===== src/include/qsw_pkg.sv =====
// Purpose: shared constants and types of the serial write host
// Assumes: 100 MHz core clock; host makes the serial clock
// Notes:   offsets are byte addresses of the command port
package qsw_pkg;
	typedef enum logic [1:0] {QSW_SINGLE, QSW_DUAL, QSW_QUAD} qsw_mode_t;
	typedef enum logic [3:0] {
		QSW_K_OPCODE, QSW_K_RST_ARM, QSW_K_RST, QSW_K_WRITE_ENABLE_CMD, QSW_K_WRITE,
		QSW_K_DUAL_DATA_WRITE, QSW_K_QUAD_DATA_WRITE, QSW_K_DUAL_ADDR_DATA_WRITE,
		QSW_K_QUAD_ADDR_DATA_WRITE, QSW_K_CLK_REG_READ, QSW_K_RECOVER,
		QSW_K_XIP_EXIT
	} qsw_kind_t;
	typedef enum logic [2:0] {
		QSW_ST_IDLE, QSW_ST_LOAD, QSW_ST_LOW, QSW_ST_HIGH, QSW_ST_DONE
	} qsw_state_t;

	localparam logic [7:0] OFS_CTRL  = 8'h00;
	localparam logic [7:0] OFS_CFG   = 8'h04;
	localparam logic [7:0] OFS_ADDR  = 8'h08;
	localparam logic [7:0] OFS_OPC   = 8'h0C;
	localparam logic [7:0] OFS_TX    = 8'h10;
	localparam logic [7:0] OFS_RX    = 8'h14;
	localparam logic [7:0] OFS_STAT  = 8'h18;

	localparam int CTRL_KIND_LSB = 0;
	localparam int CTRL_START    = 4;
	localparam int CTRL_STOP     = 5;
	localparam int CTRL_CLR_ERR  = 6;
	localparam int CFG_MODE_LSB  = 0;
	localparam int CFG_QE        = 2;
	localparam int CFG_XIP       = 3;

	localparam int ADDR_W          = 17;
	localparam logic [7:0] FF_BYTE = 8'hFF;
	localparam int CLK_MHZ         = 100;
	localparam int FAST_SCK_MHZ    = 108;
	localparam int RTC_SCK_MHZ     = 40;
	localparam logic [1:0] FAST_HALF =
		2'((CLK_MHZ + 2 * FAST_SCK_MHZ - 1) / (2 * FAST_SCK_MHZ));
	localparam logic [1:0] RTC_HALF  =
		2'((CLK_MHZ + 2 * RTC_SCK_MHZ - 1) / (2 * RTC_SCK_MHZ));

	typedef struct packed {
		qsw_state_t  st;
		qsw_mode_t   mode;
		qsw_kind_t   kind;
		logic        qe;
		logic        continuous_read_mode;
		logic        write_latch_bit;
		logic        armed;
		logic        err;
		logic        stop;
		logic        txv;
		logic        rxv;
		logic [16:0] addr;
		logic [7:0]  opc;
		logic [7:0]  tx;
		logic [7:0]  rx;
		logic [7:0]  sh;
		logic [3:0]  beats;
		logic [2:0]  idx;
		logic [1:0]  div;
		logic [11:0] cnt;
		logic        sck;
		logic        cs_n;
		logic [3:0]  io_o;
		logic [3:0]  io_oe_n;
		logic [3:0]  s1;
		logic [3:0]  s2;
		logic [31:0] rdata;
	} qsw_regs_t;
endpackage


===== src/core/qsw_host.sv =====
// Purpose: host that drives the serial nvSRAM write, reset and clock-register read
// Assumes: serial clock mode 0; data pins sampled through two flip-flops
// Notes:   software streams data bytes one at a time through TX and RX
// How it works
// - single-line write, one bit per clock
// - dual-line write, bit 7 on I/O1
// - quad-line write, bit 7 on I/O3
// - quad mode needs quad enable set
// - dual data write: data on two lines
// - quad data write: data on four lines
// - dual address write: address two lines
// - quad address write: address four lines
// - leave continuous read before any write
// - reset needs reset_arm directly before
// - eight clocks all high restore single
// - clock register read: address, then bytes, 25 MHz (40 MHz limit)
// - software sets and clears read hold
// - writes need write latch set first
//
// Strobed register access and the address map were left to the implementer.
module qsw_host #(
	parameter int RESET_NS  = 1000,
	parameter int CS_GAP_NS = 50
) (
	input  wire logic        ref_clk_in,
	input  wire logic        rst_n_in,
	input  wire logic [7:0]  addr_in,
	input  wire logic [31:0] wr_data_in,
	input  wire logic        wr_in,
	input  wire logic        rd_in,
	output logic      [31:0] rd_data_out,
	output logic             sck_out,
	output logic             cs_n_out,
	input  wire logic [3:0]  io_in,
	output logic      [3:0]  io_out,
	output logic      [3:0]  io_oe_n_out
);
	localparam logic [11:0] RST_CYC =
		12'((RESET_NS * qsw_pkg::CLK_MHZ + 999) / 1000);
	localparam logic [11:0] GAP_CYC =
		12'((CS_GAP_NS * qsw_pkg::CLK_MHZ + 999) / 1000);
	// Enum fields named so that no untyped zero lands on them
	localparam qsw_pkg::qsw_regs_t RST_VAL = '{st: qsw_pkg::QSW_ST_IDLE,
		mode: qsw_pkg::QSW_SINGLE, kind: qsw_pkg::QSW_K_OPCODE, cs_n: 1'b1, io_oe_n: 4'hF,
		default: '0};

	qsw_pkg::qsw_regs_t r_reg;
	qsw_pkg::qsw_regs_t r_next;

	// Lane code: 0 one line, 1 two lines, 2 four lines
	function automatic logic [1:0] lanes(input qsw_pkg::qsw_kind_t k,
		input qsw_pkg::qsw_mode_t m, input logic [2:0] i);
		case (k)
			qsw_pkg::QSW_K_DUAL_DATA_WRITE: lanes = (i > 3'd3) ? 2'd1 : 2'd0;
			qsw_pkg::QSW_K_QUAD_DATA_WRITE: lanes = (i > 3'd3) ? 2'd2 : 2'd0;
			qsw_pkg::QSW_K_DUAL_ADDR_DATA_WRITE: lanes = (i > 3'd0) ? 2'd1 : 2'd0;
			qsw_pkg::QSW_K_QUAD_ADDR_DATA_WRITE: lanes = (i > 3'd0) ? 2'd2 : 2'd0;
			qsw_pkg::QSW_K_RECOVER: lanes = 2'd0;
			default: begin
				case (m)
					qsw_pkg::QSW_DUAL: lanes = 2'd1;
					qsw_pkg::QSW_QUAD: lanes = 2'd2;
					default: lanes = 2'd0;
				endcase
			end
		endcase
	endfunction

	function automatic logic [2:0] naddr(input qsw_pkg::qsw_kind_t k);
		if (k == qsw_pkg::QSW_K_CLK_REG_READ) begin
			naddr = 3'd1;
		end else if (is_write(k)) begin
			naddr = 3'd3;
		end else begin
			naddr = 3'd0;
		end
	endfunction

	function automatic logic is_write(input qsw_pkg::qsw_kind_t k);
		is_write = k inside {qsw_pkg::QSW_K_WRITE, qsw_pkg::QSW_K_DUAL_DATA_WRITE,
			qsw_pkg::QSW_K_QUAD_DATA_WRITE, qsw_pkg::QSW_K_DUAL_ADDR_DATA_WRITE,
			qsw_pkg::QSW_K_QUAD_ADDR_DATA_WRITE};
	endfunction

	// Most significant bits go out first on the highest lane
	function automatic logic [3:0] drive(input logic [7:0] b, input logic [1:0] l);
		case (l)
			2'd1: drive = {2'b00, b[7:6]};
			2'd2: drive = b[7:4];
			default: drive = {3'b000, b[7]};
		endcase
	endfunction

	function automatic logic [3:0] enables(input logic [1:0] l);
		case (l)
			2'd1: enables = 4'hC;
			2'd2: enables = 4'h0;
			default: enables = 4'hE;
		endcase
	endfunction

	function automatic logic [7:0] shift_in(input logic [7:0] b, input logic [3:0] s,
		input logic [1:0] l);
		case (l)
			2'd1: shift_in = {b[5:0], s[1:0]};
			2'd2: shift_in = {b[3:0], s};
			default: shift_in = {b[6:0], s[1]};
		endcase
	endfunction

	always_comb begin
		logic [1:0] ln;
		logic [1:0] half;
		logic [7:0] nb;
		logic [7:0] shd;
		logic       rd;
		logic       go;
		logic       fin;
		logic       wk;
		logic       ext;
		logic       needq;
		logic       refuse;
		qsw_pkg::qsw_kind_t k;
		ln = lanes(r_reg.kind, r_reg.mode, r_reg.idx);
		half = (r_reg.kind == qsw_pkg::QSW_K_CLK_REG_READ) ? qsw_pkg::RTC_HALF
			: qsw_pkg::FAST_HALF;
		rd = (r_reg.kind == qsw_pkg::QSW_K_CLK_REG_READ) && (r_reg.idx > naddr(r_reg.kind));
		shd = shift_in(r_reg.sh, r_reg.s2, ln);
		nb = 8'h00;
		go = 1'b0;
		fin = 1'b0;
		k = qsw_pkg::qsw_kind_t'(wr_data_in[qsw_pkg::CTRL_KIND_LSB +: 4]);
		wk = is_write(k);
		ext = wk && (k != qsw_pkg::QSW_K_WRITE);
		needq = (r_reg.mode == qsw_pkg::QSW_QUAD || k == qsw_pkg::QSW_K_QUAD_DATA_WRITE
			|| k == qsw_pkg::QSW_K_QUAD_ADDR_DATA_WRITE) && (k != qsw_pkg::QSW_K_RECOVER);
		refuse = 1'b0;
		r_next = r_reg;
		r_next.s1 = io_in;
		r_next.s2 = r_reg.s1;
		r_next.rdata = 32'h0000_0000;
		if (rd_in && addr_in == qsw_pkg::OFS_RX) begin
			r_next.rxv = 1'b0;
		end

		case (r_reg.st)
			qsw_pkg::QSW_ST_LOAD: begin
				if (r_reg.idx == 3'd0) begin
					// non-A mode byte, FF on the active lines (all four for recover)
					nb = (r_reg.kind == qsw_pkg::QSW_K_RECOVER
						|| r_reg.kind == qsw_pkg::QSW_K_XIP_EXIT) ? qsw_pkg::FF_BYTE : r_reg.opc;
					go = 1'b1;
				end else if (r_reg.idx <= naddr(r_reg.kind)) begin
					go = 1'b1;
					if (rd) begin
						nb = 8'h00;
					end else if (r_reg.kind == qsw_pkg::QSW_K_CLK_REG_READ) begin
						nb = r_reg.addr[7:0];
					end else if (r_reg.idx == 3'd1) begin
						nb = {7'h00, r_reg.addr[16]};
					end else if (r_reg.idx == 3'd2) begin
						nb = r_reg.addr[15:8];
					end else begin
						nb = r_reg.addr[7:0];
					end
				end else if (is_write(r_reg.kind) || r_reg.kind == qsw_pkg::QSW_K_OPCODE) begin
					if (r_reg.txv) begin
						nb = r_reg.tx;
						r_next.txv = 1'b0;
						go = 1'b1;
					end else if (r_reg.stop) begin
						fin = 1'b1;
					end
				end else if (r_reg.kind == qsw_pkg::QSW_K_CLK_REG_READ) begin
					if (r_reg.stop) begin
						fin = 1'b1;
					end else if (!r_reg.rxv) begin
						go = 1'b1;
					end
				end else begin
					fin = 1'b1;
				end
				if (go) begin
					r_next.sh = nb;
					r_next.beats = 4'd8 >> ln;
					r_next.div = 2'd0;
					r_next.st = qsw_pkg::QSW_ST_LOW;
					r_next.io_o = drive(nb, ln);
					r_next.io_oe_n = rd ? 4'hF : enables(ln);
					if (r_reg.kind == qsw_pkg::QSW_K_RECOVER) begin
						r_next.io_o = 4'hF;
						r_next.io_oe_n = 4'h0;
					end
				end
				if (fin) begin
					r_next.st = qsw_pkg::QSW_ST_DONE;
					r_next.cs_n = 1'b1;
					r_next.io_oe_n = 4'hF;
					r_next.cnt = GAP_CYC;
					r_next.armed = (r_reg.kind == qsw_pkg::QSW_K_RST_ARM);
					case (r_reg.kind)
						qsw_pkg::QSW_K_WRITE_ENABLE_CMD: r_next.write_latch_bit = 1'b1;
						qsw_pkg::QSW_K_RST: begin
							r_next.mode = qsw_pkg::QSW_SINGLE;
							r_next.write_latch_bit = 1'b0;
							r_next.continuous_read_mode = 1'b0;
							r_next.cnt = RST_CYC;
						end
						qsw_pkg::QSW_K_RECOVER: r_next.mode = qsw_pkg::QSW_SINGLE;
						qsw_pkg::QSW_K_XIP_EXIT: r_next.continuous_read_mode = 1'b0;
						default: ;
					endcase
				end
			end
			qsw_pkg::QSW_ST_LOW: begin
				if (r_reg.div == half - 2'd1) begin
					r_next.div = 2'd0;
					r_next.sck = 1'b1;
					r_next.st = qsw_pkg::QSW_ST_HIGH;
				end else begin
					r_next.div = r_reg.div + 2'd1;
				end
			end
			qsw_pkg::QSW_ST_HIGH: begin
				// Sampling late in the high half covers the synchroniser delay
				if (r_reg.div == half - 2'd1) begin
					r_next.div = 2'd0;
					r_next.sck = 1'b0;
					r_next.sh = shd;
					r_next.beats = r_reg.beats - 4'd1;
					if (r_reg.beats == 4'd1) begin
						if (rd) begin
							r_next.rx = shd;
							r_next.rxv = 1'b1;
						end
						r_next.idx = (r_reg.idx == 3'd4) ? 3'd4 : r_reg.idx + 3'd1;
						r_next.st = qsw_pkg::QSW_ST_LOAD;
					end else begin
						r_next.st = qsw_pkg::QSW_ST_LOW;
						if (r_reg.kind != qsw_pkg::QSW_K_RECOVER) begin
							r_next.io_o = drive(shd, ln);
						end
					end
				end else begin
					r_next.div = r_reg.div + 2'd1;
				end
			end
			qsw_pkg::QSW_ST_DONE: begin
				if (r_reg.cnt == 12'd0) begin
					r_next.st = qsw_pkg::QSW_ST_IDLE;
				end else begin
					r_next.cnt = r_reg.cnt - 12'd1;
				end
			end
			default: begin
				r_next.sck = 1'b0;
				r_next.cs_n = 1'b1;
				r_next.io_oe_n = 4'hF;
			end
		endcase

		if (wr_in) begin
			if (addr_in == qsw_pkg::OFS_CTRL) begin
				if (wr_data_in[qsw_pkg::CTRL_START]) begin
					refuse = (r_reg.st != qsw_pkg::QSW_ST_IDLE) || (wk && !r_reg.write_latch_bit);
					refuse = refuse || (wk && r_reg.continuous_read_mode);
					refuse = refuse || (needq && !r_reg.qe);
					refuse = refuse || (ext && r_reg.mode != qsw_pkg::QSW_SINGLE);
					refuse = refuse || (k == qsw_pkg::QSW_K_RST && !r_reg.armed);
					refuse = refuse || (k > qsw_pkg::QSW_K_XIP_EXIT);
					if (!refuse) begin
						r_next.kind = k;
						r_next.idx = 3'd0;
						r_next.stop = 1'b0;
						r_next.cs_n = 1'b0;
						r_next.st = qsw_pkg::QSW_ST_LOAD;
					end
				end
				if (wr_data_in[qsw_pkg::CTRL_STOP]) begin
					r_next.stop = 1'b1;
				end
				r_next.err = (r_reg.err && !wr_data_in[qsw_pkg::CTRL_CLR_ERR]) || refuse;
			end else if (addr_in == qsw_pkg::OFS_CFG) begin
				if (r_reg.st == qsw_pkg::QSW_ST_IDLE) begin
					r_next.mode = qsw_pkg::qsw_mode_t'(wr_data_in[qsw_pkg::CFG_MODE_LSB +: 2]);
					r_next.qe = wr_data_in[qsw_pkg::CFG_QE];
					r_next.continuous_read_mode = wr_data_in[qsw_pkg::CFG_XIP];
				end
			end else if (addr_in == qsw_pkg::OFS_ADDR) begin
				r_next.addr = wr_data_in[qsw_pkg::ADDR_W - 1:0];
			end else if (addr_in == qsw_pkg::OFS_OPC) begin
				r_next.opc = wr_data_in[7:0];
			end else if (addr_in == qsw_pkg::OFS_TX) begin
				r_next.tx = wr_data_in[7:0];
				r_next.txv = 1'b1;
			end
		end

		if (rd_in) begin
			if (addr_in == qsw_pkg::OFS_CTRL) begin
				r_next.rdata = {28'h0000000, r_reg.kind};
			end else if (addr_in == qsw_pkg::OFS_CFG) begin
				r_next.rdata = {28'h0000000, r_reg.continuous_read_mode, r_reg.qe, r_reg.mode};
			end else if (addr_in == qsw_pkg::OFS_ADDR) begin
				r_next.rdata = {15'h0000, r_reg.addr};
			end else if (addr_in == qsw_pkg::OFS_OPC) begin
				r_next.rdata = {24'h000000, r_reg.opc};
			end else if (addr_in == qsw_pkg::OFS_TX) begin
				r_next.rdata = {24'h000000, r_reg.tx};
			end else if (addr_in == qsw_pkg::OFS_RX) begin
				r_next.rdata = {24'h000000, r_reg.rx};
			end else if (addr_in == qsw_pkg::OFS_STAT) begin
				r_next.rdata = {26'h0000000, r_reg.armed, r_reg.write_latch_bit, r_reg.err, r_reg.rxv,
					r_reg.txv, r_reg.st != qsw_pkg::QSW_ST_IDLE};
			end
		end
	end

	always_ff @(posedge ref_clk_in or negedge rst_n_in) begin
		if (!rst_n_in) begin
			r_reg <= RST_VAL;
		end else begin
			r_reg <= r_next;
		end
	end

	assign rd_data_out = r_reg.rdata;
	assign sck_out = r_reg.sck;
	assign cs_n_out = r_reg.cs_n;
	assign io_out = r_reg.io_o;
	assign io_oe_n_out = r_reg.io_oe_n;
endmodule


===== config.mk =====
export PLATFORM = sky130hd
export DESIGN_NAME = qsw_host
export DESIGN_NICKNAME = d
export VERILOG_FILES = /design/src/include/qsw_pkg.sv /design/src/core/qsw_host.sv
export SDC_FILE = /design/constraint.sdc
export NUM_CORES = 1
export LEC_CHECK = 0
export BUFFER_PORTS_ARGS = -buffer_cell sky130_fd_sc_hd__buf_4
export CORE_ASPECT_RATIO = 1.5
export CORE_MARGIN = 3
export CORE_UTILIZATION = 53
export DETAILED_ROUTE_END_ITERATION = 10
export GPL_TIMING_DRIVEN = 0
export PLACE_DENSITY = 0.77
export SLEW_MARGIN = 10
export SYNTH_ARGS = -nofsm -noshare
export SYNTH_HDL_FRONTEND = slang
export SYNTH_SLANG_ARGS = --single-unit

===== constraint.sdc =====
create_clock -name ref_clk_in -period 3.1 [get_ports ref_clk_in]
set_input_delay 0 -clock ref_clk_in [delete_from_list [all_inputs] [get_ports ref_clk_in]]
set_output_delay 0 -clock ref_clk_in [all_outputs]
set_load 0.02 [all_outputs]

==> results of run 1 <==
==> logic make-up (layout without fill, tap and decap cells) <==
group                      count (synthesis)  in the layout  synth area share [%]
buffers and inverters                     94            219                  7.67
AOI/OAI and AO/OA                        179            179                  17.5
DFF                                      120            120                  44.2
other                                      1             15                0.0551
adders and majority gates                 15             15                  2.76
and+or+nand+nor                          215            215                  17.4
muxes                                     55             55                  9.53
xor gates and xnor gates                   7              7                 0.901
==> per-stage QoR <==
stage	total power [W]	worst slack (ns)	TNS [ns]	utilization (%)	cells
2_1_floorplan	0.00326	0.204	0	-	700
3_3_place_gp	0.00373	-0.430	-4.09	59.7	912
3_5_place_dp	0.00381	-0.520	-6.82	60.0	913
4_1_cts	0.00582	-0.0177	-0.0571	67.1	971
5_1_grt	0.00628	-0.0482	-0.182	69.2	981
6_report	0.00599	0.0361	0	69.2	981
==> metal layers <==
layer | global-route usage (%) | routed length [um] | vias to the layer above
met1 | 29.8 | 7110 | 2920
met5 | 0 | 0 | -
met4 | 11.9 | 826 | 0
li1 | - | - | 2686
met2 | 49.3 | 10200 | 237
met3 | 4.60 | 946 | 55
==> what timing repair did <==
action / CTS / global route
gates cloned: 0 / 0
setup buffers: 5 / 10
hold buffers: 22 / 0
pin swaps: 3 / 10
resized for setup: 14 / 59
setup endpoints to repair: 33 / 33
hold endpoints to repair: 95 / 0
==> power groups by stage <==
| stage | Combinational (W) | Sequential [W] | Clock, W |
|---|---|---|---|
| after floorplan | 0.00132 | 0.00194 | 0 |
| after global placement | 0.00174 | 0.00198 | 0 |
| after global routing | 0.00222 | 0.00201 | 0.00204 |
| after CTS | 0.00189 | 0.00197 | 0.00197 |
| final | 0.00204 | 0.00199 | 0.00196 |
| after detailed placement | 0.00182 | 0.00199 | 0 |
==> final cells by class <==
cell class | count | area, um^2
clock inverter | 14 | 149
buffer | 70 | 465
tap | 156 | 195
clock buffer | 18 | 439
multi-input combinational | 486 | 3500
fill | 958 | 3860
timing repair buffer | 94 | 801
sequential | 120 | 3010
inverter | 23 | 92.6
==> placed cells by master (no fill, tap or decap), drive strengths merged, types with 8 or more instances in the layout <==
master and n:
buf 130, dfrtp 116, nor2 50, nand2 48, mux2 48, o21ai 47, a21oi 46, clkbuf 30
inv 25, nor3 23, dlygate4sd3 22, and2 18, conb 15, ha 15, a31oi 14, or3 14
nor2b 12, nand3 8, a22oi 8
==> worst paths after layout <==
kind	start	endpoint	slack [ns]	depth (start not counted)
max	r_reg[131]	r_reg[69]	0.04	11
min	wr_data_in[1]	r_reg[133]	0.04	3
max reg2reg	r_reg[131]	r_reg[69]	0.04	11
min reg2reg	r_next[34]	r_reg[34]	0.35	0
max in group asynchronous	rst_n_in	r_reg[122]	2.28	3
min in group asynchronous	rst_n_in	r_reg[58]	0.10	2
==> worst max-delay path, delay by kind of cell, from the launching register on <==
| family | cells | cell delay [ns] |
|---|---|---|
| AOI/OAI and AO/OA | 4 | 1.36 |
| DFF | 1 | 0.43 |
| buffers and inverters | 2 | 0.36 |
| and+or+nand+nor | 4 | 0.60 |
| adders and majority gates | 1 | 0.19 |
==> results.json, run 1 <==
{
  "status": "finished, final reports clean",
  "clk_pin_slew_worst_paths_ns": 0.06,
  "combinationalPowerShare_pct": 34.1,
  "track_usage_pct": 26.6,
  "grt_overflow_total": 0,
  "die-area_mm2": 0.0143,
  "worstPathCellList": "buf_6 > nor2b_2 > a21oi_2 > nand2_1 > ha_1 > nand2b_2 > a221o_1 > a211oi_4 > nor2_1 > buf_4 > a221o_1",
  "ys_ff_latch": 120,
  "ant_nets": 0,
  "first_pass_iters": 5,
  "synth.cell_area_mm2": 0.00680,
  "layout.nets": 875,
  "avgViaCountPerCell": 6.01,
  "drv_slew": 0,
  "core_area_mm2": 0.0125,
  "clockBufferDepth": 2,
  "cp_slowest_stage_delay_ns": 0.43,
  "io_pins": 90,
  "ys_warn_count": 0,
  "root_buffer": "clkbuf_16",
  "crit_path_max_fanout": 10,
  "synth.avg_cell_area_um2": 9.91,
  "drc": 0,
  "grt_pass1_wl_um": 29700,
  "synth_top_area_share_pct": 42.7,
  "htree_levels": 4,
  "synthTopCellsByCount": "dfrtp_1, nor2_1, mux2_2, nand2_1",
  "slowest_stage": "dfrtp_2",
  "drive_gt1_share_pct": 33.2,
  "io_buffers": 56,
  "placedInstanceArea_mm2": 0.00750,
  "ir_worst_vdd_uv": 479,
  "largest_reg_flops": 90,
  "fin_crit_sh_pct": 98.8,
  "power_density_mw_per_mm2": 692,
  "max_cap_viol_count": 0,
  "synth_top_area_cell": "dfrtp_1",
  "grt_pass1_vias": 5800,
  "critical_path_class": "reg -> reg",
  "syn_inst": 686,
  "critical_path_required_ns": 3.40,
  "timing.hold.ws_ns": 0.0391,
  "num_antenna_cells": 0,
  "endpoint_kind": "flip-flop",
  "p_sw_w": 0.00215,
  "power_frac_seq_pct": 33.2,
  "syn2layout_area_growth_pct": 27.2,
  "yosysMostFrequentCell": "dfrtp_1",
  "slew_headroom_pct": 60.0,
  "synth_cell_type_count": 79,
  "p_sw_share_pct": 35.9,
  "p_clk_share_pct": 32.7,
  "fp.dieH_um": 145,
  "dpl.hpwl_um": 13500,
  "fmax_ghz": 0.326,
  "critical_path_arrival_ns": 3.36,
  "p_int_w": 0.00384,
  "p_leak_nw": 3.97,
  "setup_viol": 0,
  "gp_congestion": 0.953,
  "hold_violations": 0,
  "drt_iter0_markers": 433,
  "period_minus_slack_ns": 3.06,
  "wire_per_inst_um": 19.5,
  "worstHoldPathType": "in -> reg",
  "wl_um": 19100,
  "antenna_found_initial": 0,
  "cts_tree": "done",
  "numCtsBuffers": 17,
  "fin_skew_ns": 0.00691,
  "dieWidth_um": 98.5,
  "start_util_pct": 54.4,
  "final_area_mm2": 0.00865,
  "grt_max_degree": 67,
  "vias": 5898,
  "synth.area.top_cells": "dfrtp_1, mux2_2, buf_4",
  "synthArstFlopShare_pct": 100,
  "rows": 50,
  "synth-edff-count": 0,
  "crit_path_start_kind": "flip-flop",
  "insertion_delay_ns": 0.42,
  "cts.sink_count": 120,
  "seq_area_frac_synth_pct": 44.2,
  "timing.critical_path.mode_cell": "a221o_1",
  "worstMarginPinSlew_ns": 0.600,
  "ys.flop_type": "dfrtp_1"
}
No activity file was read; power rests on OpenSTA's default activity.
==> run 2: changes to the inputs <==
--- a/config.mk
+++ b/config.mk
@@ -12,6 +12,9 @@
 export DETAILED_ROUTE_END_ITERATION = 10
 export GPL_TIMING_DRIVEN = 0
 export PLACE_DENSITY = 0.77
+export RECOVER_POWER = 50
+export SETUP_SLACK_MARGIN = 0.15
+export SKIP_LAST_GASP = 1
 export SLEW_MARGIN = 10
 export SYNTH_ARGS = -nofsm -noshare
 export SYNTH_HDL_FRONTEND = slang
==> run 2 against run 1 <==
  * Critical path type unchanged
  * Combinational power rose by 7%
  * Clock power about the same
  * Global-route usage up 0.50 points
  * Worst hold slack worse by 0.0044 ns
  * Non-clock buffer count rose by 4
  * Register-to-register slack improved by 0.10 ns
  * Die area stayed put
  * Sequential share of layout area down 0.35 points
  * Flip-flop and latch count stayed put
  * Critical path depth is 1 higher
  * Final area grew 0.97%
  * Critical endpoint is now io_out[1]
  * Via count rose by 0.97%
==> results.json, run 2 (synthesis results as in run 1) <==
{
  "setup_slack_ns": 0.140,
  "vias": 5955,
  "largest_reg_flops": 90,
  "critical_path_arrival_ns": 3.30,
  "clk_pin_slew_worst_paths_ns": 0.06,
  "ir_worst_vdd_uv": 482,
  "fillers": 923,
  "dpl.hpwl_um": 13500,
  "numCtsBuffers": 17,
  "final_cell_mix": "dfrtp_1, buf_4, mux2_2",
  "grt_setup_unrepaired": "true",
  "fin_skew_ns": 0.00713,
  "critical_path_class": "reg -> reg",
  "htree_levels": 4,
  "p_leak_nw": 3.99,
  "dp.cells": 913,
  "multiInputGateArea_mm2": 0.00356,
  "num_antenna_cells": 0,
  "start_util_pct": 54.4,
  "clockBufferDepth": 2,
  "antenna_found_initial": 0,
  "worstMarginPinSlew_ns": 1.45,
  "fp.dieH_um": 145,
  "avgViaCountPerCell": 6.05,
  "root_buffer": "clkbuf_16",
  "hold_violations": 0,
  "cts_tree": "done",
  "io_buffers": 56,
  "slew_headroom_pct": 3.06,
  "critical_path_required_ns": 3.44,
  "worstHoldPathType": "in -> reg",
  "final_common_cell": "dfrtp_1",
  "track_usage_pct": 27.1,
  "seq_area_mm2": 0.00301,
  "drv_slew": 0,
  "first_pass_iters": 5,
  "power_density_mw_per_mm2": 703,
  "grt_pass1_vias": 5914,
  "ant_nets": 0,
  "crit_path_start_kind": "flip-flop",
  "insertion_delay_ns": 0.42,
  "endpoint_kind": "flip-flop",
  "max_cap_viol_count": 0,
  "final_cells": 985,
  "syn2layout_area_growth_pct": 28.5,
  "cts.sink_count": 120,
  "rows": 50,
  "dieWidth_um": 98.5,
  "setup_viol": 0,
  "grt_pass1_wl_um": 30200,
  "wl_um": 19500,
  "drc": 0,
  "place_ws_ns": -0.520,
  "drt_iter0_markers": 407,
  "timing.hold.ws_ns": 0.0348,
  "fmax_ghz": 0.338,
  "wire_per_inst_um": 19.8,
  "gp_congestion": 0.953,
  "grt_max_degree": 67,
  "period_minus_slack_ns": 2.96,
  "drive_gt1_share_pct": 34.1,
  "core_area_mm2": 0.0125,
  "fin_crit_sh_pct": 95.5,
  "die-area_mm2": 0.0143,
  "status": "finished, final reports clean",
  "grt_overflow_total": 0,
  "crit_path_max_fanout": 10,
  "io_pins": 90,
  "layout.nets": 879
}
-- run 2: layout make-up --
type	instances	share of cell area [%]
repair buffers	97	9.03
multi-input cells	486	40.8
clock buffers	18	5.03
well taps	156	2.23
plain buffers	71	5.70
inverters	23	1.05
flip-flops and latches	120	34.5
clock inverters	14	1.70
-- run 2: through the flow --
| step | setup TNS [ns] | total power (W) | util [%] | cell area [um^2] |
|---|---|---|---|---|
| final | 0 | 0.00614 | 69.8 | 8740 |
| after global placement | -4.09 | 0.00373 | 59.7 | 7470 |
| after global routing | 0 | 0.00644 | 69.8 | 8740 |
| after CTS | 0 | 0.00589 | 68.1 | 8520 |
| after detailed placement | -6.82 | 0.00381 | 60.0 | 7500 |
| after floorplan | 0 | 0.00326 | - | 6850 |
-- run 2: path summary, 6_finish.rpt --
path | from | to | slack, ns | cells after the start
hold / removal | wr_data_in[1] | r_reg[133] | 0.03 | 3
hold reg to reg | r_next[34] | r_reg[34] | 0.35 | 0
max in group asynchronous | rst_n_in | r_reg[65] | 1.65 | 2
setup reg to reg | r_reg[64] | io_out[1] | 0.14 | 12
min in group asynchronous | rst_n_in | r_reg[58] | 0.44 | 2
setup / recovery | r_reg[64] | io_out[1] | 0.14 | 12
-- run 2: timing repair --
action | in CTS | in global routing
setup endpoints to repair | 46 | 35
buffers inserted | 8 | 10
gates resized for setup | 47 | 45
pin swaps | 7 | 12
hold buffers | 22 | 0
hold endpoints to repair | 95 | 0
-- run 2: critical path: stages (launching register included) --
cell and delay (ns):
dfrtp_2 0.45, ha_2 0.22, ha_4 0.17, o21ai_2 0.19, a21oi_1 0.14, a31oi_2 0.18, buf_6 0.16, ha_2 0.21
buf_8 0.14, inv_2 0.08, or3_4 0.41, or3_4 0.34, a31oi_1 0.18
-- run 2: per-layer routing --
metal  GRT usage, %  wire (um)  vias up
met5              0          0        -
met4           14.2        917        0
met3           4.94       1010       67
met2           49.6      10300      252
met1           29.9       7230     2932
li1               -          -     2704
-- run 2: power by group --
part           internal (W)  switching, W
Sequential          0.00179      0.000204
Clock               0.00121      0.000758
Combinational      0.000927       0.00126
Total               0.00392       0.00222
==> run 3: changes to the inputs <==
--- a/config.mk
+++ b/config.mk
@@ -5,6 +5,7 @@
 export SDC_FILE = /design/constraint.sdc
 export NUM_CORES = 1
 export LEC_CHECK = 0
+export ABC_AREA = 1
 export BUFFER_PORTS_ARGS = -buffer_cell sky130_fd_sc_hd__buf_4
 export CORE_ASPECT_RATIO = 1.5
 export CORE_MARGIN = 3
==> run 3 against run 2 <==
  * The run now ends with capacitance limit, slew limit left
  * First-iteration DRC count fell by 2.9%
  * Core utilization fell by 2.3 points
  * Maximum frequency rose by 5.9%
  * Routed wire length fell by 7.1%
  * Global-route usage fell by 1.2 points
  * Final area fell by 2.8%
  * Critical path depth rose by 5
  * Power fell by 13%
  * Synthesized area rose by 0.74%
  * Final cell count rose by 18%
  * Largest cell class unchanged
==> results.json, run 3 <==
{
  "status": "finished with violations",
  "violations": "capacitance limit, slew limit",
  "core_area_mm2": 0.0126,
  "layout.nets": 1061,
  "ant_nets": 0,
  "grt_pass1_wl_um": 29700,
  "place_ws_ns": -0.585,
  "fin_crit_sh_pct": 90.1,
  "ys_ff_latch": 120,
  "cts.sink_count": 120,
  "cts_tree": "done",
  "critical_path_class": "reg -> reg",
  "p_sw_w": 0.00177,
  "drc": 0,
  "first_pass_iters": 5,
  "dpl.hpwl_um": 13500,
  "combinationalPowerShare_pct": 26.9,
  "crit_path_start_kind": "flip-flop",
  "seq_area_frac_synth_pct": 43.9,
  "final_common_cell": "nand2_1",
  "grt_setup_unrepaired": "true",
  "worstHoldPathType": "in -> reg",
  "ys.flop_type": "dfrtp_1",
  "crit_path_max_fanout": 10,
  "synth_top_area_cell": "dfrtp_1",
  "grt_max_degree": 70,
  "cp_slowest_stage_delay_ns": 0.41,
  "p_int_w": 0.00358,
  "numCtsBuffers": 17,
  "antenna_found_initial": 0,
  "p_leak_nw": 4.19,
  "drive_gt1_share_pct": 21.1,
  "ys_warn_count": 0,
  "critical_path_arrival_ns": 3.10,
  "final_cell_mix": "nand2_1, dfrtp_1, buf_4",
  "largest_reg_flops": 90,
  "worstPathCellList": "inv_2 > ha_1 > inv_1 > nor2_4 > clkbuf_8 > o31ai_4 > a31oi_2 > buf_4 > ha_4 > buf_4 > inv_4 > nand3_1 > o21ai_1 > o22ai_1 > a31o_2 > nand2_1 > nand2_1",
  "drv_slew": 70,
  "synthArstFlopShare_pct": 100,
  "rows": 50,
  "synth_top_area_share_pct": 42.4,
  "critical_path_required_ns": 3.41,
  "io_buffers": 59,
  "worstMarginPinSlew_ns": 1.68,
  "yosysMostFrequentCell": "nand2_1",
  "power_density_mw_per_mm2": 630,
  "avgViaCountPerCell": 5.35,
  "htree_levels": 4,
  "wl_um": 18100,
  "max_cap_viol_count": 1,
  "drt_iter0_markers": 395,
  "io_pins": 90,
  "fmax_ghz": 0.358,
  "syn2layout_area_growth_pct": 23.9,
  "synth.cell_area_mm2": 0.00685,
  "vias": 6247,
  "period_minus_slack_ns": 2.79,
  "p_sw_share_pct": 33.0,
  "setup_slack_ns": 0.305,
  "syn_inst": 878,
  "insertion_delay_ns": 0.41,
  "p_clk_share_pct": 37.6,
  "gp_congestion": 0.940,
  "track_usage_pct": 25.9,
  "wire_per_inst_um": 15.5,
  "clk_pin_slew_worst_paths_ns": 0.06,
  "slowest_stage": "dfrtp_1",
  "grt_overflow_total": 0,
  "total_power_w": 0.00535,
  "timing.hold.ws_ns": 0.0170,
  "num_antenna_cells": 0,
  "grt_pass1_vias": 6072,
  "synth.area.top_cells": "dfrtp_1, nand2_1, o21ai_0",
  "r2r_setup_slack_ns": 0.31,
  "fp.dieH_um": 145,
  "synth-edff-count": 0,
  "synth.avg_cell_area_um2": 7.80,
  "setup_viol": 0,
  "hold_violations": 0,
  "slew_headroom_pct": -12.0,
  "fin_skew_ns": 0.00660,
  "ir_worst_vdd_uv": 593,
  "clockBufferDepth": 2,
  "endpoint_kind": "flip-flop",
  "root_buffer": "clkbuf_16",
  "die-area_mm2": 0.0144,
  "start_util_pct": 54.5,
  "dieWidth_um": 98.8,
  "synthTopCellsByCount": "nand2_1, dfrtp_1, nor2_1, inv_1, o21ai_0",
  "synth_cell_type_count": 47,
  "power_frac_seq_pct": 35.5
}
==> run 3: cell types whose count changed after synthesis, moves of 13 or more <==
| cell | change |
|---|---|
| inv_1 | +53 |
| or3_1 | -13 |
| mux2_2 | -39 |
| nor2_1 | +36 |
| nand2_1 | +171 |
| and2_1 | -17 |
| nand3_1 | +49 |
| o21ai_1 | +21 |
| o21ai_0 | +23 |
==> run 3: per-layer routing <==
metal	up-vias	track usage (%)	wire length [um]
met2	204	45.5	9480
met3	55	3.85	783
met5	-	0	0
met4	0	13.9	874
met1	2909	29.7	6980
li1	3079	-	-
==> run 3: path summary, 6_finish.rpt <==
kind | from | endpoint | cells past startpoint
min in group asynchronous | rst_n_in | rd_data_out[11] | 2
worst min register to register | r_next[35] | r_reg[35] | 0
max in group asynchronous | rst_n_in | r_reg[136] | 3
worst max register to register | r_reg[64] | io_out[3] | 17
worst max-delay path | r_reg[64] | io_out[3] | 17
worst min-delay path | wr_data_in[2] | r_reg[130] | 3
==> run 3: cells by family (layout without fill, tap and decap cells) <==
group | Yosys count | after routing | synth area share [%]
other cells | 1 | 15 | 0.0547
simple gates | 416 | 416 | 27.0
flops | 120 | 120 | 43.9
xor+xnor | 5 | 5 | 0.639
mux | 11 | 11 | 1.92
compound gates | 166 | 166 | 13.3
buf+inv | 144 | 263 | 10.5
fa+ha+maj | 15 | 15 | 2.74
==> run 3: what timing repair did <==
item,4_1_cts,5_1_grt
setup endpoints to repair,20,23
setup buffers,5,1
resized for setup,17,17
hold endpoints to repair,151,0
hold buffers,21,0
pin swaps,1,2
==> run 3: final cells by class <==
cell class	instances	area [um^2]
fill	1031	4080
tap	156	195
multi-input combinational	628	3260
clock inverter	12	150
clock buffer	20	457
buffer	55	399
sequential	120	3010
inverter	89	337
timing repair buffer	87	688
==> run 3: power by group through the flow <==
stage               combinational [W]  sequential, W  clock [W]
floorplan                     0.00101        0.00190          0
global placement              0.00136        0.00192          0
detailed placement            0.00139        0.00192          0
CTS                           0.00144        0.00190    0.00203
global route                  0.00162        0.00192    0.00211
finish                        0.00144        0.00190    0.00201
==> run 3: stage by stage <==
step                util, %  setup TNS [ns]  area [um^2]  std cells
floorplan                 -               0         6900        892
CTS                    67.4               0         8470       1166
finish                 67.5               0         8490       1167
global route           67.5               0         8490       1167
global placement       60.0           -6.11         7540       1107
detailed placement     60.2           -6.50         7570       1108
==> run 3: critical path: cells and delay by family (launching register included) <==
kind | cells | cell delay, ns
adders and majority gates | 2 | 0.48
DFF | 1 | 0.41
and+or+nand+nor | 4 | 0.25
buffers and inverters | 6 | 0.81
AOI/OAI and AO/OA | 5 | 0.73
